--- src/sip_regs.vh ---
`ifndef SIP_REGS_VH
`define SIP_REGS_VH

// channel and pin counts
`define SIP_CHANS 8
`define SIP_PINS 20
`define SIP_PIN_SEL_W 5
`define SIP_WORD_W 32
`define SIP_PAR_W 20
`define SIP_PAR_CHAN 3'h7

// shared fifo shape
`define SIP_FIFO_DEPTH 4'h8
`define SIP_FIFO_AW 3

// framing formats
`define SIP_FMT_I2S 2'h0
`define SIP_FMT_LJ 2'h1
`define SIP_FMT_RJ 2'h2

// sample width codes
`define SIP_WSEL_32 3'h0
`define SIP_WSEL_24 3'h1
`define SIP_WSEL_20 3'h2
`define SIP_WSEL_18 3'h3
`define SIP_WSEL_16 3'h4

// bits carried by one half frame
`define SIP_HALF_BITS 6'h20

`endif

--- src/sip_chan.v ---
`include "sip_regs.vh"

module sip_chan
(
	// clock and reset
	input wire ref_clk,
	input wire rst_n,
	// control
	input wire en,
	input wire [1:0] fmt,
	input wire [2:0] wsel,
	// routed, synchronised link signals
	input wire bclk,
	input wire fsync,
	input wire sdat,
	// received half frame
	output reg word_stb,
	output reg [31:0] word
);

reg bclk_d;
reg fs_bit;
reg eff_prev;
reg primed;
reg [31:0] sh;
reg [5:0] cnt;

wire rise = bclk & ~bclk_d;
// i2s starts its half one bit clock after the frame sync change
wire eff = (fmt == `SIP_FMT_I2S) ? fs_bit : fsync;

// illegal width codes for a format fall back to 24 bits
function [5:0] width_of;
	input [1:0] f;
	input [2:0] w;
	begin
		case (w)
			`SIP_WSEL_32: width_of = (f == `SIP_FMT_RJ) ? 6'h18 : 6'h20;
			`SIP_WSEL_24: width_of = 6'h18;
			`SIP_WSEL_20: width_of = (f == `SIP_FMT_RJ) ? 6'h14 : 6'h18;
			`SIP_WSEL_18: width_of = (f == `SIP_FMT_RJ) ? 6'h12 : 6'h18;
			`SIP_WSEL_16: width_of = (f == `SIP_FMT_RJ) ? 6'h10 : 6'h18;
			default: width_of = 6'h18;
		endcase
	end
endfunction

// samples leave msb aligned in the 32-bit word
function [31:0] align;
	input [31:0] s;
	input [5:0] n;
	input [1:0] f;
	input [5:0] w;
	reg [31:0] m;
	begin
		m = (n >= `SIP_HALF_BITS) ? s : (s << (`SIP_HALF_BITS - n));
		if (f == `SIP_FMT_RJ)
			align = s << (`SIP_HALF_BITS - w);
		else
			align = m & ~(32'hffffffff >> w);
	end
endfunction

always @(posedge ref_clk or negedge rst_n)
begin
	if (!rst_n)
	begin
		bclk_d <= 1'b0;
		fs_bit <= 1'b0;
		eff_prev <= 1'b0;
		primed <= 1'b0;
		sh <= 32'h0;
		cnt <= 6'h0;
		word_stb <= 1'b0;
		word <= 32'h0;
	end
	else
	begin
		bclk_d <= bclk;
		word_stb <= 1'b0;
		if (!en)
		begin
			primed <= 1'b0;
			cnt <= 6'h0;
			// keep tracking the pin so a stale level fakes no half start after enable
			fs_bit <= fsync;
			eff_prev <= eff;
		end
		else if (rise)
		begin
			fs_bit <= fsync;
			eff_prev <= eff;
			if (eff != eff_prev)
			begin
				// the first half after enable is partial and is thrown away
				primed <= 1'b1;
				word_stb <= primed;
				word <= align(sh, cnt, fmt, width_of(fmt, wsel));
				sh <= {31'h0, sdat};
				cnt <= 6'h1;
			end
			else if (fmt == `SIP_FMT_RJ || cnt < `SIP_HALF_BITS)
			begin
				// right justified keeps the last bits, the others the first
				sh <= {sh[30:0], sdat};
				cnt <= (cnt < `SIP_HALF_BITS) ? cnt + 6'h1 : cnt;
			end
		end
	end
end

endmodule // sip_chan

--- src/sip_top.v ---
`include "sip_regs.vh"

module sip_top
(
	// clock and reset
	input wire ref_clk,
	input wire rst_n,
	// audio pins
	input wire [19:0] routable_audio_pins,
	// signal routing matrix, five bits per channel
	input wire [39:0] route_clk_sel,
	input wire [39:0] route_fs_sel,
	input wire [39:0] route_dat_sel,
	// channel setup
	input wire [7:0] chan_en,
	input wire [15:0] fmt_sel,
	input wire [23:0] width_sel,
	input wire par_mode,
	// dma side
	output reg [7:0] dma_req,
	output reg [31:0] dma_data,
	input wire dma_ack,
	// status
	output reg overflow,
	input wire overflow_clr
);

reg [19:0] pin_s1;
reg [19:0] pin_s2;
wire [7:0] ch_stb;
wire [255:0] ch_word;
wire [7:0] r_clk;
wire [7:0] r_fs;
wire [7:0] r_dat;

reg [7:0] pend;
reg [31:0] pend_word [0:7];
reg [34:0] mem [0:7];
reg [2:0] wr_ptr;
reg [2:0] rd_ptr;
reg [3:0] count;
reg out_valid;

reg par_clk_d;
reg par_stb;
reg [31:0] par_word;

reg gnt_any;
reg [2:0] gnt;
integer i;

// pins cross into ref_clk through two flops before the routing matrix
always @(posedge ref_clk or negedge rst_n)
begin
	if (!rst_n)
	begin
		pin_s1 <= 20'h0;
		pin_s2 <= 20'h0;
	end
	else
	begin
		pin_s1 <= routable_audio_pins;
		pin_s2 <= pin_s1;
	end
end

// a selector past the last pin reads low
function pick;
	input [19:0] p;
	input [4:0] s;
	begin
		pick = (s < 5'h14) ? p[s] : 1'b0;
	end
endfunction

// pointers wrap at the fifo depth, which is a power of two
function [2:0] adv;
	input [2:0] p;
	begin
		adv = p + 3'h1;
	end
endfunction

genvar g;
generate
	for (g = 0; g < `SIP_CHANS; g = g + 1)
	begin : ch
		assign r_clk[g] = pick(pin_s2, route_clk_sel[5*g+4:5*g]);
		assign r_fs[g] = pick(pin_s2, route_fs_sel[5*g+4:5*g]);
		assign r_dat[g] = pick(pin_s2, route_dat_sel[5*g+4:5*g]);
		sip_chan u_chan
		(
			.ref_clk(ref_clk),
			.rst_n(rst_n),
			.en(chan_en[g] & ~(par_mode && g == `SIP_PAR_CHAN)),
			.fmt(fmt_sel[2*g+1:2*g]),
			.wsel(width_sel[3*g+2:3*g]),
			.bclk(r_clk[g]),
			.fsync(r_fs[g]),
			.sdat(r_dat[g]),
			.word_stb(ch_stb[g]),
			.word(ch_word[32*g+31:32*g])
		);
	end
endgenerate

// capture edge found on the synchronised pin, same as the serial channels
wire par_rise = r_clk[`SIP_PAR_CHAN] & ~par_clk_d;

// parallel capture takes the top channel's clock and frame sync as qualifier;
// pins used as its clock or qualifier still appear in the captured word
always @(posedge ref_clk or negedge rst_n)
begin
	if (!rst_n)
	begin
		par_clk_d <= 1'b0;
		par_stb <= 1'b0;
		par_word <= 32'h0;
	end
	else
	begin
		par_clk_d <= r_clk[`SIP_PAR_CHAN];
		par_stb <= 1'b0;
		if (par_mode && chan_en[`SIP_PAR_CHAN] && par_rise && r_fs[`SIP_PAR_CHAN])
		begin
			par_stb <= 1'b1;
			par_word <= {pin_s2, 12'h0};
		end
	end
end

// fixed priority pick, one word a cycle; eight cycles drains all channels,
// well inside one bit clock, so a pending word is never overwritten in use
always @*
begin
	gnt_any = 1'b0;
	gnt = 3'h0;
	for (i = `SIP_CHANS - 1; i >= 0; i = i - 1)
	begin
		if (pend[i])
		begin
			gnt_any = 1'b1;
			gnt = i[2:0];
		end
	end
end

wire pop = (count != 4'h0) && (!out_valid || dma_ack);
wire push = gnt_any && (count != `SIP_FIFO_DEPTH);
wire drop = gnt_any && (count == `SIP_FIFO_DEPTH);

always @(posedge ref_clk or negedge rst_n)
begin
	if (!rst_n)
	begin
		pend <= 8'h0;
		for (i = 0; i < `SIP_CHANS; i = i + 1)
		begin
			pend_word[i] <= 32'h0;
			mem[i] <= 35'h0;
		end
		wr_ptr <= 3'h0;
		rd_ptr <= 3'h0;
		count <= 4'h0;
		overflow <= 1'b0;
		out_valid <= 1'b0;
		dma_req <= 8'h0;
		dma_data <= 32'h0;
	end
	else
	begin
		for (i = 0; i < `SIP_CHANS; i = i + 1)
		begin
			if (gnt_any && gnt == i[2:0])
				pend[i] <= 1'b0;
			if (i == `SIP_PAR_CHAN && par_stb)
			begin
				pend[i] <= 1'b1;
				pend_word[i] <= par_word;
			end
			else if (ch_stb[i])
			begin
				pend[i] <= 1'b1;
				pend_word[i] <= ch_word[32*i+:32];
			end
		end
		if (push)
		begin
			mem[wr_ptr] <= {gnt, pend_word[gnt]};
			wr_ptr <= adv(wr_ptr);
		end
		count <= count + {3'h0, push} - {3'h0, pop};
		// set wins over a clear in the same cycle
		if (drop)
			overflow <= 1'b1;
		else if (overflow_clr)
			overflow <= 1'b0;
		if (pop)
		begin
			rd_ptr <= adv(rd_ptr);
			out_valid <= 1'b1;
			dma_data <= mem[rd_ptr][31:0];
			dma_req <= 8'h1 << mem[rd_ptr][34:32];
		end
		else if (dma_ack)
		begin
			out_valid <= 1'b0;
			dma_req <= 8'h0;
		end
	end
end

endmodule // sip_top

--- config.mk ---
export PLATFORM = sky130hd
export DESIGN_NAME = sip_top
export DESIGN_NICKNAME = d
export VERILOG_FILES = /design/src/sip_chan.v /design/src/sip_top.v
export VERILOG_INCLUDE_DIRS = /design/src /design/src/src
export SDC_FILE = /design/constraint.sdc
export NUM_CORES = 2
export LEC_CHECK = 0
export CAP_MARGIN = 20
export CORE_ASPECT_RATIO = 1.5
export CORE_MARGIN = 2
export CORE_UTILIZATION = 59
export DETAILED_ROUTE_END_ITERATION = 10
export DONT_BUFFER_PORTS = 1
export PLACE_DENSITY_LB_ADDON = 0.1
export SLEW_MARGIN = 20
export SYNTH_ARGS = -nofsm -noshare
export SYNTH_HDL_FRONTEND = slang
export SYNTH_SLANG_ARGS = --single-unit
--- constraint.sdc ---
create_clock -name ref_clk -period 3.9 [get_ports ref_clk]
set_input_delay 0.195 -clock ref_clk [delete_from_list [all_inputs] [get_ports ref_clk]]
set_output_delay 0.195 -clock ref_clk [all_outputs]
set_load 0.02 [all_outputs]
==> impl_metrics.csv <==
group,metric,value,unit
logic_synthesis,synthArstFlopShare,100,%
place,placedCellCount,9648,
sta,fin_crit_sh,99.7,%
power_and_ir_drop,p_seq_share,40.3,%
logic_synthesis,synth_edf_count,0,
final_layout,drive_gt1_share,21.4,%
setup_path,endpoint_kind,"flip-flop",
sta,rsz0062_at_grt,"no",
logic_synthesis,yosysWarnings,0,
setup_path,worstPathRequired,4.56,ns
sta,tightest_slew,1.08,ns
die,dieArea,145000,sq um
clock_tree,htree_num_levels,3,
power_and_ir_drop,clockPowerShare,25.5,%
power_and_ir_drop,p_comb_share,34.2,%
die,fp.dieW,312,um
logic_synthesis,synth-seq-cells,1257,
route,wl,300000,um
clock_tree,clockBufferDepth,3,
place,gp_congestion,1.07,
route,drtAntennaViolNets,0,
logic_synthesis,synth_area_per_cell,10.1,sq um
power_and_ir_drop,p_leak,0.0380,uW
route,drcViolationCount,0,
global_route,overflow,0,
sta,finalCriticalPeriod,3.89,ns
route,dr.first_iter.drc_count,8298,
logic_synthesis,syn-num-nets,8521,
global_route,antenna_found_initial,15,
power_and_ir_drop,switching_share,38.6,%
logic_synthesis,synth.most_common_cell,"dfrtp_1",
die,coreArea,141000,sq um
power_and_ir_drop,internal_power,29600,uW
route,avgViaCountPerCell,7.07,
logic_synthesis,synth_top_area_share,37.5,%
setup_path,worstPathMaxFanout,22,
logic_synthesis,synth_area_leader_cell,"dfrtp_1",
place,hpwl,215000,um
final_layout,finalNonFillerCells,10000,
sta,finalClockSkew,0.0834,ns
clock_tree,clockRootBuffer,"clkbuf_16",
route,wl_per_cell,29.9,um
place,portBuffers,0,
clock_tree,numCtsBuffers,118,
logic_synthesis,synth_area_leaders,"dfrtp_1, mux4_2, mux2_2",
logic_synthesis,syn-cell-area,83800,sq um
final_layout,syn2layout_area_growth,10.2,%
logic_synthesis,synth_ff_type,"dfrtp_1",
logic_synthesis,syn-instance-count,8271,
clock_tree,clk_pin_slew,0.07,ns
power_and_ir_drop,power_density,523,nW/um^2
die,pin_count,234,
run,max-cap-violations,0,
sta,holdWs,0.0435,ns
global_route,grt_usage,40.8,%
global_route,grt_max_degree,242,
setup_path,crit_chain,"buf_4, mux4_2, mux2i_1, o21ai_0, nand4_1, a311oi_4, buf_4, mux2i_1",
place,dpl_cell_area,86200,sq um
die,die_h,466,um
route,first_pass_iters,6,
clock_tree,cts.sink_count,1257,
power_and_ir_drop,peakVddDrop,547,uV
run_status,status,"finished, final reports clean",
place,place_ws,-0.755,ns
final_layout,utilization,65.4,%
sta,finalMaxSlewViolations,0,
sta,hold_violations,0,
setup_path,start_kind,"flip-flop",
setup_path,cpMaxStageDelayCell,"o21ai_0",
logic_synthesis,yosysSeqAreaShare,37.5,%
setup_path,arrival,4.55,ns
die,start_util,59.3,%
logic_synthesis,yosysUniqueCellTypes,106,
global_route,grt_pass1_vias,69900,
die,num_rows,169,
final_layout,nets,8305,
min_path,hp-class,"in2reg",
sta,setup_violations,0,
min_path,hold_depth,3,
route,routed-via-count,71000,
sta,setup_slack,0.0132,ns
clock_tree,clk-insertion-delay-late,0.83,ns
setup_path,critPathMaxStageDelay,0.81,ns
logic_synthesis,synth_common_cells,"dfrtp_1, nand2_1, o21ai_0, clkbuf_1, mux4_2",
sta,fmax,257,MHz
final_layout,design_area,92300,sq um
setup_path,crit_type,"reg2reg",
global_route,grt_pass1_wl,451000,um
sta,slew_headroom,27.7,%
power_and_ir_drop,power_switching,18600,uW
setup_path,reg2reg_depth,8,
clock_tree,cts_tree,"yes",
-- cells by family after synthesis --
family | synth area share [%]
simple gates | 11.8
compound gates | 16.0
mux | 27.9
flops | 37.5
buf+inv | 5.25
xor+xnor | 0.690
fa+ha+maj | 0.860
-- power by group through the flow --
stage / registers, uW / logic, uW / clock network [uW]
final: 19400 / 16500 / 12300
after CTS: 19300 / 16200 / 12400
after floorplan: 17500 / 11900 / 0
after global placement: 19300 / 15600 / 0
after global routing: 19700 / 17700 / 12900
after detailed placement: 19500 / 15900 / 0
-- per-stage QoR --
step	setup TNS [ns]	total power, uW
after global routing	0	50300
after detailed placement	-221.75	35500
after floorplan	0	29400
after CTS	0	47900
final	0	48200
after global placement	-237.64	34900
-- state kept, by name, summed over array words and instances, names as in the netlist, 20 cells and up --
name	flops
ch.u_chan.cnt	48
ch.u_chan.sh	256
ch.u_chan.word	256
dma_data	32
mem	280
par_word	20
pend_word	256
pin_s1	20
pin_s2	20
-- final cells by class --
cell class,instances,area (sq um)
antenna,10,25.0
timing repair buffer,527,5080
fill,11200,48900
sequential,1257,31500
clock buffer,163,3360
inverter,254,953
tap,1881,2350
multi-input combinational,5897,48300
clock inverter,57,800
-- final timing paths --
path                                      start                               to  slack (ns)
min in group asynchronous                 rst_n           dma_req[5]$_DFFE_PN0P_        0.20
max reg2reg                 pin_s2[1]$_DFF_PN0_  ch[4].u_chan.sh[14]$_DFFE_PN0P_        0.01
min reg2reg                pin_s1[19]$_DFF_PN0_             pin_s2[19]$_DFF_PN0_        0.35
max in group asynchronous                 rst_n  ch[4].u_chan.cnt[0]$_DFFE_PN0P_        0.52
max                         pin_s2[1]$_DFF_PN0_  ch[4].u_chan.sh[14]$_DFFE_PN0P_        0.01
min                                  chan_en[2]   ch[2].u_chan.sh[3]$_DFFE_PN0P_        0.04
-- per-layer routing --
metal	part of all wire [%]	wire [um]	track usage (%)
met3	7.4	22300	5.78
met4	9.2	27600	30.1
met5	0.014	43	0
met2	48	143000	66.5
met1	36	107000	49.8
-- placed cells by master (no fill, tap or decap), types with 60 or more instances in the layout --
cell	Yosys	routed
dfrtp_1	1257	1244
nand2_1	1119	1116
o21ai_0	784	783
mux4_2	626	626
mux2i_1	453	452
nor2_1	415	413
mux2_2	407	407
a21oi_1	348	348
buf_4	16	328
inv_1	244	244
dlygate4sd3_1	0	152
nand3_1	142	138
clkbuf_16	0	121
nor3_1	120	119
a22o_1	112	112
nand4_1	80	80
a221oi_1	76	76
a211oi_1	70	70
a22oi_1	65	65
o221ai_1	62	62
a31oi_1	60	60
-- worst max-delay path: cells and delay by family (launching register included) --
family                 cells  cell delay (ns)
AO/OA/AOI/OAI              2             1.14
flip-flops                 1             0.79
buffers and inverters      2             0.78
multiplexers               3             0.61
AND/OR/NAND/NOR            1             0.43
-- timing repair --
action | CTS | global route
hold buffers | 148 | 14
gates resized for setup | 0 | 2
setup endpoints to repair | 0 | 351
hold endpoints to repair | 492 | 306
buffers inserted | 0 | 1
(Power assumes the default switching activity.)
